**config.mk**
```make
export PLATFORM = sky130hd
export DESIGN_NAME = bfr_regs
export DESIGN_NICKNAME = d
export VERILOG_FILES = /design/src/core/bfr_pkg.sv /design/src/core/bfr_line_coder.sv /design/src/core/bfr_regs.sv
export SDC_FILE = /design/constraint.sdc
export NUM_CORES = 1
export LEC_CHECK = 0
export BUFFER_PORTS_ARGS = -buffer_cell sky130_fd_sc_hd__buf_2
export CORE_MARGIN = 2
export CORE_UTILIZATION = 50
export CTS_BUF_LIST = sky130_fd_sc_hd__clkbuf_16
export CTS_CLUSTER_SIZE = 14
export DETAILED_ROUTE_END_ITERATION = 8
export HOLD_SLACK_MARGIN = 0.02
export PLACE_DENSITY = 0.87
export SLEW_MARGIN = 20
export SYNTH_ARGS = -nofsm -noshare
export SYNTH_HDL_FRONTEND = slang
export SYNTH_HIERARCHICAL = 1
export SYNTH_SLANG_ARGS = --single-unit
```
**constraint.sdc**
```tcl
create_clock -name mclk -period 3.1 [get_ports mclk]
set_input_delay 0.465 -clock mclk [delete_from_list [all_inputs] [get_ports mclk]]
set_output_delay 0.465 -clock mclk [all_outputs]
set_load 0.01 [all_outputs]
```
**src/core/bfr_pkg.sv**
```systemverilog
// bfr_pkg: register map, field positions and widths for the framer slice
// assumes: 8-bit register port, single clock domain
package bfr_pkg;
  // ************************************************************
  // register offsets
  // ************************************************************
  localparam logic [7:0] OFS_TX_CONFIG_COMMON  = 8'h29;
  localparam logic [7:0] OFS_TX_CONFIG_E1      = 8'h2A;
  localparam logic [7:0] OFS_RX_IRQ_SUMMARY    = 8'h30;
  localparam logic [7:0] OFS_RX_LIVE_ALARMS    = 8'h31;
  localparam logic [7:0] OFS_RX_E1_SYNC_INFO   = 8'h32;
  localparam logic [7:0] OFS_RX_LATCHED_ALARMS = 8'h33;
  localparam logic [7:0] OFS_RX_IRQ_ENABLE_ONE = 8'h34;
  localparam logic [7:0] RESET_BYTE            = 8'h00;

  // ************************************************************
  // field positions
  // ************************************************************
  localparam int BIT_FRAMING_SELECT   = 2;
  localparam int BIT_VIOLATION_INSERT = 1;
  localparam int BIT_SLOT0_PASS       = 7;
  localparam int BIT_INTL_SOURCE      = 4;
  localparam int BIT_LINE_CODE_EN     = 2;
  localparam int BIT_ALARM_ONES       = 1;
  localparam int BIT_MF_CHECK_EN      = 0;
  localparam int BIT_SUM_STATUS_FOUR  = 6;
  localparam int BIT_SUM_STATUS_THREE = 1;
  localparam int BIT_SUM_STATUS_ONE   = 0;
  localparam int BIT_SEARCH_FRAME     = 2;
  localparam int BIT_SEARCH_SIG_MF    = 1;
  localparam int BIT_SEARCH_CHECK_MF  = 0;
  localparam int LSB_GONE_FIELD       = 4;
  localparam int LSB_COUNT_FIELD      = 3;
  // bit 7 counted msb-first from 1, i.e. second lsb of the byte
  localparam int BIT_ZERO_STUFF       = 1;
  localparam int BIT_SI               = 7;

  // ************************************************************
  // masks and widths
  // ************************************************************
  localparam logic [7:0] MASK_TX_COMMON = 8'h06;
  localparam logic [7:0] MASK_TX_E1     = 8'h97;
  localparam int         CSC_W          = 6;
  localparam int         ALARM_N        = 4;
  localparam int         ONES_RUN       = 2;
  localparam int         HDB3_DEPTH     = 4;
  localparam logic [7:0] ALL_ONES_BYTE  = 8'hFF;
  localparam logic [7:0] ZERO_BYTE      = 8'h00;
endpackage

```
**src/core/bfr_line_coder.sv**
```systemverilog
// bfr_line_coder: bipolar line coder with hdb3 substitution, ais and bpv insert
// assumes: one bit per tx_line_valid pulse, same clock as the register bank
`timescale 1ns/1ps
module bfr_line_coder (
  input  wire logic mclk,
  input  wire logic reset_n,
  input  wire logic line_valid,
  input  wire logic line_bit,
  input  wire logic hdb3_en,
  input  wire logic ones_en,
  input  wire logic bpv_req,
  output logic      bpv_done,
  output logic      line_pos,
  output logic      line_neg
);
  localparam int D = bfr_pkg::HDB3_DEPTH;
  logic [D-1:0] sh, b_mk, v_mk;
  logic [D-1:0] next_sh, next_b_mk, next_v_mk;
  logic [1:0]   ones_run, next_ones_run;
  logic         last_pol, next_last_pol, par_odd, next_par_odd;
  logic         next_pos, next_neg;

  always_comb begin
    next_sh       = sh;
    next_b_mk     = b_mk;
    next_v_mk     = v_mk;
    next_ones_run = ones_run;
    next_last_pol = last_pol;
    next_par_odd  = par_odd;
    next_pos      = line_pos;
    next_neg      = line_neg;
    bpv_done      = 1'b0;
    if (line_valid) begin
      next_sh   = {sh[D-2:0], line_bit | ones_en};
      next_b_mk = {b_mk[D-2:0], 1'b0};
      next_v_mk = {v_mk[D-2:0], 1'b0};
      // four zeros become 000V or B00V, B00V when par_odd is 0, the pulse sent in this same cycle not yet counted
      if (hdb3_en && !ones_en && next_sh == '0 && next_v_mk == '0 && next_b_mk == '0) begin // [RL6]
        next_v_mk[0]   = 1'b1;
        next_b_mk[D-1] = !par_odd;
      end
      next_pos = 1'b0;
      next_neg = 1'b0;
      if (v_mk[D-1]) begin
        next_pos     = last_pol;
        next_neg     = !last_pol;
        next_par_odd = 1'b0;
        next_ones_run = '0;
      end else if (sh[D-1] || b_mk[D-1]) begin
        // third one in a row carries the requested violation
        if (bpv_req && ones_run == 2'(bfr_pkg::ONES_RUN) && sh[D-1]) begin // [RL3]
          next_pos = last_pol;
          next_neg = !last_pol;
          bpv_done = 1'b1;
        end else begin
          next_pos      = !last_pol;
          next_neg      = last_pol;
          next_last_pol = !last_pol;
        end
        next_par_odd  = !par_odd;
        next_ones_run = (ones_run == 2'(bfr_pkg::ONES_RUN)) ? ones_run : ones_run + 2'd1;
      end else begin
        next_ones_run = '0;
      end
    end
  end

  always_ff @(posedge mclk or negedge reset_n) begin
    if (!reset_n) begin
      sh       <= '0;
      b_mk     <= '0;
      v_mk     <= '0;
      ones_run <= '0;
      last_pol <= 1'b0;
      par_odd  <= 1'b0;
      line_pos <= 1'b0;
      line_neg <= 1'b0;
    end else begin
      sh       <= next_sh;
      b_mk     <= next_b_mk;
      v_mk     <= next_v_mk;
      ones_run <= next_ones_run;
      last_pol <= next_last_pol;
      par_odd  <= next_par_odd;
      line_pos <= next_pos;
      line_neg <= next_neg;
    end
  end
endmodule // bfr_line_coder

```
**src/core/bfr_regs.sv**
```systemverilog
// bfr_regs: transmit formatter options, receive alarm status and summary
// assumes: register port and all framer inputs are synchronous to mclk
// Operation
// RL1: zero channel byte gets bit 7 set; code never does, mask 06h keeps enable bit 0 at 0
// RL2: framing bit: 0 ESF, 1 SF; E1 keeps 0
// RL3: violation bit rise inserts one BPV at ones-run
// RL4: slot0 pass-through picks registers or serial input
// RL5: Si bits from serial input or registers
// RL6: E1 HDB3 enable selects HDB3 line coding
// RL7: E1 alarm bit sends unframed all ones
// RL8: E1 CRC-4 enable generates multiframe check
// RL9: summary bits 6,1,0 flag pending status
// RL10: summary clears when status register empties
// RL11: masked status bits ignored by summary
// RL12: live alarms RAI, AIS, LOS, OOF readable
// RL13: sync counter counts expired CRC-4 searches
// RL14: counter clears on sync or CRC-4 off
// RL15: six-bit wrapping counter, bit 1 hidden
// RL16: three search-active flags at bits 2..0
// RL17: alarm-gone bits latch on falling condition
// RL18: RAI and AIS latch on rising condition
// RL19: latched bits clear only by writing one
// RL20: enabled set latched bit raises interrupt
// RL21: LOS and OOF latch on rising condition
// RL22: enable bit 0 masks, 1 allows
// RL23: interrupt is OR of enabled set bits
`timescale 1ns/1ps
module bfr_regs (
  input  wire logic       mclk,
  input  wire logic       reset_n,
  input  wire logic       e1_mode,
  input  wire logic [7:0] reg_addr,
  input  wire logic       reg_wr,
  input  wire logic       reg_rd,
  input  wire logic [7:0] reg_wdata,
  output logic [7:0]      reg_rdata,
  output logic            reg_rack,
  input  wire logic       tx_byte_valid,
  input  wire logic [7:0] tx_chan_byte,
  input  wire logic [7:0] tx_serial_in,
  input  wire logic       tx_slot0,
  input  wire logic       tx_align_frame,
  input  wire logic       tx_crc_bit,
  input  wire logic [7:0] tx_align_word_reg,
  input  wire logic [7:0] tx_nonalign_word_reg,
  output logic [7:0]      tx_fmt_byte,
  output logic            tx_fmt_valid,
  output logic            tx_sf_mode,
  output logic            tx_crc4_active,
  input  wire logic       tx_line_valid,
  input  wire logic       tx_line_bit,
  output logic            line_pos,
  output logic            line_neg,
  input  wire logic [3:0] rx_live,
  input  wire logic [2:0] rx_search,
  input  wire logic       rx_mf_timeout,
  input  wire logic       rx_mf_synced,
  input  wire logic       rx_multiframe_check_en,
  input  wire logic       rx_status_three_pend,
  input  wire logic       rx_status_four_pend,
  output logic            irq_out
);
  localparam int NA = bfr_pkg::ALARM_N;

  // ************************************************************
  // register bank
  // ************************************************************
  logic [7:0] tx_common, tx_e1, irq_en, stat, rdata_d;
  logic [7:0] next_tx_common, next_tx_e1, next_irq_en, next_stat;
  logic [NA-1:0] live_q, next_live_q;
  logic [bfr_pkg::CSC_W-1:0] mf_search_counter, next_csc;
  logic bpv_pend, next_bpv_pend, bpv_done;
  logic [7:0] stat_set, sum, live_reg, sync_reg;
  logic wr_common, wr_e1, wr_stat;

  assign wr_common = reg_wr && reg_addr == bfr_pkg::OFS_TX_CONFIG_COMMON;
  assign wr_e1     = reg_wr && reg_addr == bfr_pkg::OFS_TX_CONFIG_E1;
  assign wr_stat   = reg_wr && reg_addr == bfr_pkg::OFS_RX_LATCHED_ALARMS;

  // edge detectors: falling edges land in the upper nibble
  genvar g;
  generate
    for (g = 0; g < NA; g++) begin : g_edge
      assign stat_set[g]    = rx_live[g] & ~live_q[g];                     // [RL18] [RL21]
      assign stat_set[g+NA] = ~rx_live[g] & live_q[g];                     // [RL17]
    end
  endgenerate

  always_comb begin
    next_tx_common = tx_common;
    next_tx_e1     = tx_e1;
    next_irq_en    = irq_en;
    next_live_q    = rx_live;
    if (wr_common) next_tx_common = reg_wdata & bfr_pkg::MASK_TX_COMMON; // [RL2]
    if (wr_e1) next_tx_e1 = reg_wdata & bfr_pkg::MASK_TX_E1;
    if (reg_wr && reg_addr == bfr_pkg::OFS_RX_IRQ_ENABLE_ONE) next_irq_en = reg_wdata; // [RL22]
    // a new event in the clearing cycle survives the clear
    next_stat = (stat & ~(wr_stat ? reg_wdata : bfr_pkg::ZERO_BYTE)) | stat_set; // [RL19]
  end

  always_ff @(posedge mclk or negedge reset_n) begin
    if (!reset_n) begin
      tx_common <= bfr_pkg::RESET_BYTE;
      tx_e1     <= bfr_pkg::RESET_BYTE;
      irq_en    <= bfr_pkg::RESET_BYTE;
      stat      <= bfr_pkg::RESET_BYTE;
      live_q    <= '0;
    end else begin
      tx_common <= next_tx_common;
      tx_e1     <= next_tx_e1;
      irq_en    <= next_irq_en;
      stat      <= next_stat;
      live_q    <= next_live_q;
    end
  end

  // ************************************************************
  // sync counter, summary, interrupt
  // ************************************************************
  always_comb begin
    next_csc = mf_search_counter;
    if (!rx_multiframe_check_en || rx_mf_synced) next_csc = '0;         // [RL14]
    else if (e1_mode && rx_mf_timeout) next_csc = mf_search_counter + 1'b1;           // [RL13] [RL15]
  end

  always_ff @(posedge mclk or negedge reset_n) begin
    if (!reset_n) mf_search_counter <= '0;
    else mf_search_counter <= next_csc;
  end

  assign irq_out = |(stat & irq_en);                                    // [RL20] [RL23]

  always_comb begin
    sum = bfr_pkg::ZERO_BYTE;
    sum[bfr_pkg::BIT_SUM_STATUS_ONE]   = |(stat & irq_en);              // [RL9] [RL10] [RL11]
    sum[bfr_pkg::BIT_SUM_STATUS_THREE] = rx_status_three_pend;          // [RL9]
    sum[bfr_pkg::BIT_SUM_STATUS_FOUR]  = rx_status_four_pend;           // [RL9]
    live_reg = {4'h0, rx_live};                                         // [RL12]
    // counter bit 1 dropped so five bits span past 400 ms
    sync_reg = bfr_pkg::ZERO_BYTE;
    sync_reg[7:bfr_pkg::LSB_COUNT_FIELD] = {mf_search_counter[5:2], mf_search_counter[0]};          // [RL15]
    sync_reg[bfr_pkg::BIT_SEARCH_FRAME]    = rx_search[2];              // [RL16]
    sync_reg[bfr_pkg::BIT_SEARCH_SIG_MF]   = rx_search[1];              // [RL16]
    sync_reg[bfr_pkg::BIT_SEARCH_CHECK_MF] = rx_search[0];              // [RL16]
    case (reg_addr)
      bfr_pkg::OFS_TX_CONFIG_COMMON:  rdata_d = tx_common;
      bfr_pkg::OFS_TX_CONFIG_E1:      rdata_d = tx_e1;
      bfr_pkg::OFS_RX_IRQ_SUMMARY:    rdata_d = sum;
      bfr_pkg::OFS_RX_LIVE_ALARMS:    rdata_d = live_reg;
      bfr_pkg::OFS_RX_E1_SYNC_INFO:   rdata_d = sync_reg;
      bfr_pkg::OFS_RX_LATCHED_ALARMS: rdata_d = stat;
      bfr_pkg::OFS_RX_IRQ_ENABLE_ONE: rdata_d = irq_en;
      default:                        rdata_d = bfr_pkg::ZERO_BYTE;
    endcase
  end

  always_ff @(posedge mclk or negedge reset_n) begin
    if (!reset_n) begin
      reg_rdata <= bfr_pkg::ZERO_BYTE;
      reg_rack  <= 1'b0;
    end else begin
      reg_rdata <= reg_rd ? rdata_d : reg_rdata;
      reg_rack  <= reg_rd;
    end
  end

  // ************************************************************
  // transmit formatter
  // ************************************************************
  logic [7:0] fmt, next_fmt, slot0_src;
  logic next_fmt_valid, e1_ones, e1_crc, bpv_rise;

  assign e1_ones        = e1_mode && tx_e1[bfr_pkg::BIT_ALARM_ONES];
  assign e1_crc         = e1_mode && tx_e1[bfr_pkg::BIT_MF_CHECK_EN];
  assign tx_sf_mode     = !e1_mode && tx_common[bfr_pkg::BIT_FRAMING_SELECT]; // [RL2]
  assign tx_crc4_active = e1_crc;                                       // [RL8]
  assign bpv_rise = wr_common && reg_wdata[bfr_pkg::BIT_VIOLATION_INSERT]
                    && !tx_common[bfr_pkg::BIT_VIOLATION_INSERT];       // [RL3]

  always_comb begin
    slot0_src = tx_align_frame ? tx_align_word_reg : tx_nonalign_word_reg; // [RL4]
    if (!tx_e1[bfr_pkg::BIT_INTL_SOURCE])
      slot0_src[bfr_pkg::BIT_SI] = tx_serial_in[bfr_pkg::BIT_SI];       // [RL5]
    if (e1_crc && tx_align_frame)
      slot0_src[bfr_pkg::BIT_SI] = tx_crc_bit;                          // [RL8]
    next_fmt       = fmt;
    next_fmt_valid = tx_byte_valid;
    if (tx_byte_valid) begin
      next_fmt = tx_chan_byte;
      if (e1_ones) next_fmt = bfr_pkg::ALL_ONES_BYTE;                   // [RL7]
      else if (e1_mode && tx_slot0)
        next_fmt = tx_e1[bfr_pkg::BIT_SLOT0_PASS] ? tx_serial_in : slot0_src; // [RL4]
      else if (!e1_mode && tx_chan_byte == bfr_pkg::ZERO_BYTE && tx_common[0])
        next_fmt[bfr_pkg::BIT_ZERO_STUFF] = 1'b1;                       // [RL1]
    end
    next_bpv_pend = (bpv_pend && !bpv_done) || bpv_rise;                // [RL3]
  end

  always_ff @(posedge mclk or negedge reset_n) begin
    if (!reset_n) begin
      fmt          <= bfr_pkg::ZERO_BYTE;
      tx_fmt_valid <= 1'b0;
      bpv_pend     <= 1'b0;
    end else begin
      fmt          <= next_fmt;
      tx_fmt_valid <= next_fmt_valid;
      bpv_pend     <= next_bpv_pend;
    end
  end
  assign tx_fmt_byte = fmt;

  // zero stuffing enable lives in bit 0 of the common register
  bfr_line_coder u_coder (
    .mclk       (mclk),
    .reset_n    (reset_n),
    .line_valid (tx_line_valid),
    .line_bit   (tx_line_bit),
    .hdb3_en    (e1_mode && tx_e1[bfr_pkg::BIT_LINE_CODE_EN]),          // [RL6]
    .ones_en    (e1_ones),                                              // [RL7]
    .bpv_req    (bpv_pend),
    .bpv_done   (bpv_done),
    .line_pos   (line_pos),
    .line_neg   (line_neg)
  );
endmodule // bfr_regs

```
==> impl_metrics.prom, run 1 <==
# TYPE chip_impl_metric gauge
chip_impl_metric{name="slew_viol_final",unit=""} 0
chip_impl_metric{name="slew_margin_rel",unit="%"} 45.87
chip_impl_metric{name="worstMarginPinSlew",unit="ns"} 0.8119
chip_impl_metric{name="antenna_violating_nets_post_route",unit=""} 0
chip_impl_metric{name="htreeDepth",unit=""} 3
chip_impl_metric{name="grt.total_usage",unit="%"} 22.16
chip_impl_metric{name="cell_depth_of_the_worst_hold_path",unit=""} 1
chip_impl_metric{name="cp_data_required_time",unit="ns"} 3.31
chip_impl_metric{name="ys_types",unit=""} 53
chip_impl_metric{name="finalWirelength",unit="µm"} 8118
chip_impl_info{name="crit_path_start_kind",value="primary input"} 1
chip_impl_metric{name="die_area",unit="µm²"} 7503
chip_impl_metric{name="worst-r2r-setup-slack",unit="ns"} 1.62
chip_impl_info{name="commonest_non_fill_non_tap_cells_in_the_layout",value="93 x sky130_fd_sc_hd__buf_2, 67 x sky130_fd_sc_hd__dfrtp_1, 29 x sky130_fd_sc_hd__nand2_1, 25 x sky130_fd_sc_hd__nor2_1, 23 x sky130_fd_sc_hd__mux2_2"} 1
chip_impl_metric{name="synth_warn",unit=""} 6
chip_impl_info{name="crit-reg2reg-capture",value="reg_rdata[0]$_DFFE_PN0P_"} 1
chip_impl_info{name="critical-path-top-delay-family",value="simple AND/OR/NAND/NOR gates"} 1
chip_impl_metric{name="maximum_number_of_pins_on_one_net_before_global_route_repair",unit=""} 68
chip_impl_metric{name="vias",unit=""} 2881
chip_impl_metric{name="postSynthRegisterBits",unit=""} 67
chip_impl_metric{name="placement_rows",unit=""} 30
chip_impl_info{name="mostFrequentLayoutCell",value="sky130_fd_sc_hd__buf_2"} 1
chip_impl_metric{name="numCtsBuffers",unit=""} 9
chip_impl_metric{name="post-route-drc-count",unit=""} 0
chip_impl_metric{name="detailedRoute.firstPassIterationCount",unit=""} 5
chip_impl_info{name="outcome",value="complete, no violations"} 1
chip_impl_info{name="min-delay-start",value="rx_live[0]"} 1
chip_impl_info{name="rr_startpoint",value="stat[1]$_DFF_PN0_"} 1
chip_impl_metric{name="dp.final_hpwl",unit="µm"} 5879
chip_impl_metric{name="sw_frac_of_total",unit="%"} 24.94
chip_impl_metric{name="cts.hold.buffers_added",unit=""} 0
chip_impl_metric{name="clock_sink_count",unit=""} 67
chip_impl_info{name="rsz_0062_raised_after_global_routing",value="false"} 1
chip_impl_metric{name="wire_per_inst",unit="µm"} 16.50
chip_impl_metric{name="final.setup_skew",unit="ns"} 0.004997
chip_impl_metric{name="grt_pass1_wl",unit="µm"} 12840
chip_impl_metric{name="setup-tns-final",unit="ns"} 0
chip_impl_metric{name="io_pins",unit=""} 94
chip_impl_metric{name="synth.yosys.seq_area_share",unit="%"} 49.12
chip_impl_metric{name="synth_cells",unit=""} 313
chip_impl_metric{name="cts_max_path_buffers",unit=""} 2
chip_impl_info{name="criticalPathCategory",value="primary input to register"} 1
chip_impl_info{name="critical-path-slowest-cell",value="sky130_fd_sc_hd__nor3_4"} 1
chip_impl_metric{name="grt_antenna_before_repair",unit=""} 0
chip_impl_metric{name="synth_fp_nets",unit=""} 386
chip_impl_metric{name="post_synth_instance_area",unit="µm²"} 3413
chip_impl_metric{name="post_synth_edffs",unit=""} 0
chip_impl_metric{name="cp_slowest_stage_delay",unit="ns"} 0.45
chip_impl_metric{name="diodes",unit=""} 0
chip_impl_metric{name="leakagePower",unit="nW"} 2.027
chip_impl_metric{name="power.share.sequential",unit="%"} 40.3
chip_impl_metric{name="synth_async_sr_flop_share",unit="%"} 100.0
chip_impl_metric{name="netSwitchingPower",unit="mW"} 0.6333
chip_impl_metric{name="clk_latency",unit="ns"} 0.33
chip_impl_info{name="cts-root-buf",value="sky130_fd_sc_hd__clkbuf_16"} 1
chip_impl_info{name="critical_path.endpoint_type",value="register"} 1
chip_impl_metric{name="fp.dieW",unit="µm"} 86.62
chip_impl_metric{name="num-fill-cells",unit=""} 515
chip_impl_metric{name="clock_power_share",unit="%"} 45.6
chip_impl_metric{name="timing.fmax",unit="GHz"} 0.5636
chip_impl_metric{name="first_iteration_detailed_routing_drc_count",unit=""} 183
chip_impl_metric{name="core_region_area",unit="µm²"} 6681
chip_impl_metric{name="powerDensity",unit="nW/µm²"} 594.0
chip_impl_info{name="timing.critical_path.cells",value="buf_2 > nor3b_2 > buf_4 > nand2_1 > nor3_4 > mux2_2"} 1
chip_impl_info{name="hp-class",value="primary input to register"} 1
chip_impl_metric{name="grt-ovfl-total",unit=""} 0
chip_impl_metric{name="critPathMaxFanout",unit=""} 12
chip_impl_metric{name="port_buffers",unit=""} 93
chip_impl_metric{name="synthesis.area_per_instance",unit="µm²"} 10.91
chip_impl_metric{name="initial_utilization",unit="%"} 51.09
chip_impl_metric{name="viasPerCell",unit=""} 5.856
chip_impl_metric{name="setup_slack_at_placement",unit="ns"} 1.005
chip_impl_metric{name="critPathBufInv",unit=""} 2
chip_impl_metric{name="maxCapViolations",unit=""} 0
chip_impl_metric{name="die_height",unit="µm"} 86.62
chip_impl_metric{name="worst_ir_drop_vdd",unit="mV"} 0.3459
chip_impl_metric{name="min_period",unit="ns"} 1.774
chip_impl_metric{name="design.final.nets",unit=""} 480
chip_impl_metric{name="hold_ws",unit="ns"} 0.2723
chip_impl_metric{name="via_count_of_the_first_global_routing_pass",unit=""} 2724
chip_impl_metric{name="setup-violations-final",unit=""} 0
chip_impl_metric{name="internal_power",unit="mW"} 1.906
chip_impl_metric{name="combinationalPowerShare",unit="%"} 14.1
chip_impl_metric{name="clk_transition_reported_paths",unit="ns"} 0.05
chip_impl_metric{name="final_layout_size_suffix_gt1_share",unit="%"} 36.41
chip_impl_metric{name="gp_congestion",unit=""} 0.9589
chip_impl_info{name="cts_tree",value="done"} 1
chip_impl_metric{name="cp.arrival",unit="ns"} 1.99
chip_impl_metric{name="cts.repair.resized",unit=""} 0
chip_impl_metric{name="post-route-period-util",unit="%"} 57.23
chip_impl_metric{name="final-hold-violation-count",unit=""} 0
chip_impl_info{name="dominantRegCellSynth",value="sky130_fd_sc_hd__dfrtp_1"} 1
chip_impl_metric{name="cts.repair_timing.setup_buffer_count",unit=""} 0
chip_impl_metric{name="setup_ws",unit="ns"} 1.326
chip_impl_metric{name="worst_r2r_path_depth",unit=""} 5
chip_impl_metric{name="syn_to_final_growth",unit="%"} 25.26
chip_impl_info{name="hold_end",value="live_q[0]$_DFF_PN0_"} 1
==> cell usage after synthesis (all sizes together) (3+ instances only) <==
cell     instances  area, µm²
a22oi            9      67.56
o21ai           13      65.06
nand2           29      108.9
a22o            11      96.34
dfrtp           67       1677
o22ai            3      18.77
buf              8      45.04
xor2             4      35.03
mux2            23      259.0
nor3b            4      51.30
a2bb2oi          3      26.28
clkbuf           4      15.01
and3             3      18.77
o2bb2ai          9      78.83
nor2            25      93.84
nand3           10      55.05
and2             5      32.53
a21oi           15      78.83
inv             14      52.55
nand2b           3      18.77
nor2b            4      25.02
o22a             7      61.31
mux2i           11      110.1
a31oi            3      18.77
==> cell families after synthesis <==
family / share of synthesized area, %
multiplexers: 11.47
buffers and inverters: 3.299
AO/OA/AOI/OAI: 18.81
adder cells (fa/ha/maj): 0.7330
AND/OR/NAND/NOR: 15.03
XOR/XNOR: 1.540
flip-flops: 49.12
==> worst register-to-register path, stage by stage (launching register included) <==
cell,delay (ns)
sky130_fd_sc_hd__dfrtp_1,0.41
sky130_fd_sc_hd__a22oi_1,0.21
sky130_fd_sc_hd__nand4_1,0.17
sky130_fd_sc_hd__and3_1,0.18
sky130_fd_sc_hd__a311oi_1,0.24
sky130_fd_sc_hd__a22oi_1,0.13
==> worst max-delay path by stage <==
stage	from	end	slack, ns	depth (start not counted)
2_1_floorplan	reg_addr[7]	irq_en[0]$_DFFE_PN0P_	1.46	4
3_3_place_gp	reg_addr[7]	irq_en[6]$_DFFE_PN0P_	1.06	6
3_5_place_dp	reg_addr[7]	irq_en[5]$_DFFE_PN0P_	1.01	6
4_1_cts	reg_addr[7]	irq_en[7]$_DFFE_PN0P_	1.34	6
5_1_grt	reg_addr[7]	irq_en[7]$_DFFE_PN0P_	1.22	6
6_report	reg_addr[7]	irq_en[7]$_DFFE_PN0P_	1.33	6
==> per-layer routing <==
layer | global-route usage (%) | part of all wire [%]
met5 | 0 | 0
met4 | 10.23 | 2.4
met3 | 5.048 | 7.1
met2 | 35.10 | 47
met1 | 28.98 | 44
==> stage by stage <==
stage / utilization, % / total power, mW / std cells / cell area (µm²)
final: 63.99 / 2.540 / 492 / 4275
after global routing: 63.99 / 2.641 / 492 / 4275
after CTS: 63.99 / 2.549 / 492 / 4275
after detailed placement: 58.88 / 1.395 / 476 / 3934
after global placement: 58.88 / 1.378 / 476 / 3934
after floorplan: - / 1.243 / 313 / 3413
==> cell type report <==
class                   count  area [µm²]  area share, %
flip-flops and latches     67        1677          39.22
clock inverters             7       116.4          2.722
well taps                  80       100.1          2.341
clock buffers               9       225.2          5.268
repair buffers             95       480.5          11.24
multi-input cells         220        1624          37.99
inverters                  14       52.55          1.229
==> power by group through the flow <==
stage	combinational (mW)	clock, mW	sequential [mW]
finish	0.359	1.16	1.02
global route	0.400	1.21	1.04
detailed placement	0.359	0	1.04
global placement	0.347	0	1.03
floorplan	0.212	0	1.03
CTS	0.362	1.17	1.02
==> registers in the layout, indices dropped and copies added (netlist names), 4 cells and up <==
signal and cells:
reg_rdata 8, mf_search_counter 6, tx_e1 5, stat 8
tx_fmt_byte 8, live_q 4, u_coder/v_mk 4, irq_en 8
u_coder/sh 4
Note: power is estimated with default switching activity, not from simulation.
==> inputs of run 2 (changes only) <==
--- a/config.mk
+++ b/config.mk
@@ -7,12 +7,12 @@
 export LEC_CHECK = 0
 export BUFFER_PORTS_ARGS = -buffer_cell sky130_fd_sc_hd__buf_2
 export CORE_MARGIN = 2
-export CORE_UTILIZATION = 50
+export CORE_UTILIZATION = 47
 export CTS_BUF_LIST = sky130_fd_sc_hd__clkbuf_16
 export CTS_CLUSTER_SIZE = 14
 export DETAILED_ROUTE_END_ITERATION = 8
 export HOLD_SLACK_MARGIN = 0.02
-export PLACE_DENSITY = 0.87
+export PLACE_DENSITY = 0.86
 export SLEW_MARGIN = 20
 export SYNTH_ARGS = -nofsm -noshare
 export SYNTH_HDL_FRONTEND = slang
==> constraint.sdc (replaced) <==
create_clock -name mclk -period 1.6 [get_ports mclk]
set_input_delay 0.24 -clock mclk [delete_from_list [all_inputs] [get_ports mclk]]
set_output_delay 0.24 -clock mclk [all_outputs]
set_load 0.01 [all_outputs]
==> impl_metrics.prom, run 2 (synthesis results as in run 1) <==
# TYPE chip_impl_metric gauge
chip_impl_metric{name="dp.final_hpwl",unit="µm"} 6347
chip_impl_metric{name="grt_pass1_wl",unit="µm"} 13900
chip_impl_info{name="crit_path_start_kind",value="register"} 1
chip_impl_metric{name="post-route-drc-count",unit=""} 0
chip_impl_metric{name="maximum_number_of_pins_on_one_net_before_global_route_repair",unit=""} 68
chip_impl_metric{name="clk_latency",unit="ns"} 0.33
chip_impl_metric{name="numCtsBuffers",unit=""} 9
chip_impl_metric{name="cts_max_path_buffers",unit=""} 2
chip_impl_metric{name="viasPerCell",unit=""} 5.609
chip_impl_metric{name="initial_utilization",unit="%"} 47.83
chip_impl_metric{name="io_pins",unit=""} 94
chip_impl_metric{name="final_layout_size_suffix_gt1_share",unit="%"} 37.65
chip_impl_metric{name="route.met3.wl",unit="µm"} 631
chip_impl_metric{name="slew_margin_rel",unit="%"} 60.48
chip_impl_metric{name="setup-violations-final",unit=""} 0
chip_impl_metric{name="slew_viol_final",unit=""} 0
chip_impl_metric{name="final_design_area_no_fill",unit="µm²"} 4373
chip_impl_metric{name="sw_frac_of_total",unit="%"} 26.02
chip_impl_metric{name="clk_transition_reported_paths",unit="ns"} 0.05
chip_impl_metric{name="num-fill-cells",unit=""} 592
chip_impl_metric{name="diodes",unit=""} 0
chip_impl_metric{name="grt-ovfl-total",unit=""} 0
chip_impl_metric{name="port_buffers",unit=""} 93
chip_impl_metric{name="antenna_violating_nets_post_route",unit=""} 0
chip_impl_info{name="mostFrequentLayoutCell",value="sky130_fd_sc_hd__buf_2"} 1
chip_impl_metric{name="leakagePower",unit="nW"} 2.093
chip_impl_metric{name="detailroute.wirelength.met2",unit="µm"} 4280
chip_impl_metric{name="placement_rows",unit=""} 31
chip_impl_metric{name="first_iteration_detailed_routing_drc_count",unit=""} 251
chip_impl_metric{name="multi_input_comb_area",unit="µm²"} 1630
chip_impl_metric{name="detailedRoute.firstPassIterationCount",unit=""} 5
chip_impl_metric{name="post-route-period-util",unit="%"} 96.20
chip_impl_metric{name="die_height",unit="µm"} 89.22
chip_impl_metric{name="die_area",unit="µm²"} 7960
chip_impl_metric{name="fp.dieW",unit="µm"} 89.22
chip_impl_info{name="outcome",value="complete, no violations"} 1
chip_impl_metric{name="grt_antenna_before_repair",unit=""} 0
chip_impl_metric{name="maxCapViolations",unit=""} 0
chip_impl_metric{name="place.detailed.instances",unit=""} 508
chip_impl_metric{name="non_filler_instance_count_after_layout",unit=""} 524
chip_impl_metric{name="combinationalPowerShare",unit="%"} 16.2
chip_impl_metric{name="gp_congestion",unit=""} 0.8876
chip_impl_info{name="cts-root-buf",value="sky130_fd_sc_hd__clkbuf_16"} 1
chip_impl_metric{name="cp_data_required_time",unit="ns"} 1.36
chip_impl_metric{name="syn_to_final_growth",unit="%"} 28.12
chip_impl_metric{name="worst_ir_drop_vdd",unit="mV"} 0.4243
chip_impl_metric{name="routedLengthMet1",unit="µm"} 3749
chip_impl_info{name="critical-path-slowest-cell",value="sky130_fd_sc_hd__dfrtp_1"} 1
chip_impl_metric{name="setup-tns-final",unit="ns"} 0
chip_impl_info{name="hp-class",value="primary input to register"} 1
chip_impl_metric{name="finalWirelength",unit="µm"} 8866
chip_impl_metric{name="core_region_area",unit="µm²"} 7137
chip_impl_metric{name="power.share.sequential",unit="%"} 43.4
chip_impl_info{name="critical-path-top-delay-family",value="flip-flops"} 1
chip_impl_metric{name="via_count_of_the_first_global_routing_pass",unit=""} 2876
chip_impl_metric{name="htreeDepth",unit=""} 3
chip_impl_metric{name="vias",unit=""} 2939
chip_impl_info{name="criticalPathCategory",value="register to output pin"} 1
chip_impl_metric{name="cp_slowest_stage_delay",unit="ns"} 0.41
chip_impl_metric{name="placed_area",unit="µm²"} 4080
chip_impl_metric{name="clock_sink_count",unit=""} 67
chip_impl_metric{name="netSwitchingPower",unit="mW"} 1.186
chip_impl_metric{name="final-hold-violation-count",unit=""} 0
chip_impl_metric{name="timing.fmax",unit="GHz"} 0.6497
chip_impl_metric{name="hold_ws",unit="ns"} 0.04855
chip_impl_metric{name="powerDensity",unit="nW/µm²"} 1042
chip_impl_metric{name="worstMarginPinSlew",unit="ns"} 0.5927
chip_impl_info{name="critical_path.endpoint_type",value="output pin"} 1
chip_impl_metric{name="wire_per_inst",unit="µm"} 16.92
chip_impl_metric{name="cp.arrival",unit="ns"} 1.30
chip_impl_metric{name="final.setup_skew",unit="ns"} 0.004341
chip_impl_info{name="cts_tree",value="done"} 1
chip_impl_info{name="commonest_non_fill_non_tap_cells_in_the_layout",value="93 x sky130_fd_sc_hd__buf_2, 67 x sky130_fd_sc_hd__dfrtp_1, 29 x sky130_fd_sc_hd__nand2_1, 25 x sky130_fd_sc_hd__nor2_1, 23 x sky130_fd_sc_hd__mux2_2"} 1
chip_impl_metric{name="critPathBufInv",unit=""} 1
chip_impl_metric{name="min_period",unit="ns"} 1.539
chip_impl_metric{name="critPathMaxFanout",unit=""} 3
chip_impl_metric{name="design.final.nets",unit=""} 494
chip_impl_metric{name="grt.total_usage",unit="%"} 23.20
chip_impl_metric{name="internal_power",unit="mW"} 3.371
chip_impl_info{name="timing.critical_path.cells",value="a22oi_1 > nand4_1 > buf_2"} 1
chip_impl_metric{name="clock_power_share",unit="%"} 40.3
chip_impl_metric{name="register_area",unit="µm²"} 1677
chip_impl_info{name="routed.top_layer",value="met4"} 1
run 2: cell types whose count changed in the layout (fill, tap and decap cells not counted):
cell                            change
sky130_fd_sc_hd__clkinvlp_4         -1
sky130_fd_sc_hd__clkinv_4           -1
sky130_fd_sc_hd__a311oi_1           -1
sky130_fd_sc_hd__a311oi_2           +1
sky130_fd_sc_hd__bufinv_16          -2
sky130_fd_sc_hd__buf_4             +11
sky130_fd_sc_hd__buf_12             +2
sky130_fd_sc_hd__dlygate4sd3_1      +1
sky130_fd_sc_hd__inv_1              +3
run 2: stage by stage:
| step | util [%] | setup WS, ns | power, mW |
|---|---|---|---|
| final | 61.27 | 0.06078 | 4.557 |
| after global routing | 61.27 | -0.0003518 | 4.771 |
| after CTS | 61.19 | 0.07937 | 4.577 |
| after detailed placement | 57.17 | -0.1205 | 2.734 |
| after global placement | 57.17 | -0.03497 | 2.693 |
| after floorplan | - | 0.1856 | 2.409 |
run 2: path summary, 6_finish.rpt:
check	from	end	slack [ns]	cells after the start
worst max-delay path	irq_en[4]$_DFFE_PN0P_	irq_out	0.06	3
worst min-delay path	rx_live[1]	live_q[1]$_DFF_PN0_	0.05	1
worst min register to register	live_q[2]$_DFF_PN0_	stat[2]$_DFF_PN0_	0.45	1
min in group asynchronous	reset_n	reg_rdata[0]$_DFFE_PN0P_	0.47	3
worst max register to register	irq_en[4]$_DFFE_PN0P_	reg_rdata[0]$_DFFE_PN0P_	0.08	5
max in group asynchronous	reset_n	tx_fmt_byte[0]$_DFFE_PN0P_	0.85	3
run 2: area by class of cell:
type	count	area share [%]
clock buffer	9	5.150
clock inverter	6	1.173
inverter	14	1.202
multi-input combinational	220	37.28
sequential	67	38.34
tap	99	2.833
timing repair buffer	109	14.02
run 2: power by group through the flow:
stage	sequential [mW]	clock, mW	combinational [mW]
floorplan	2.00	0	0.412
global placement	1.99	0	0.699
detailed placement	2.01	0	0.728
CTS	1.98	1.86	0.738
global route	2.00	1.94	0.825
finish	1.98	1.84	0.740
run 2: repair_timing:
action | 4_1_cts | 5_1_grt
setup endpoints to repair | 0 | 1
gates resized for setup | 0 | 1
hold endpoints to repair | 67 | 0
hold buffers | 1 | 0
buffers inserted | 0 | 0
run 2: metal layers:
layer  global-route usage, %  vias up
li1                        -     1371
met1                   30.02     1420
met2                   37.64      128
met3                   4.894       20
met4                   10.31        0
met5                       0        -
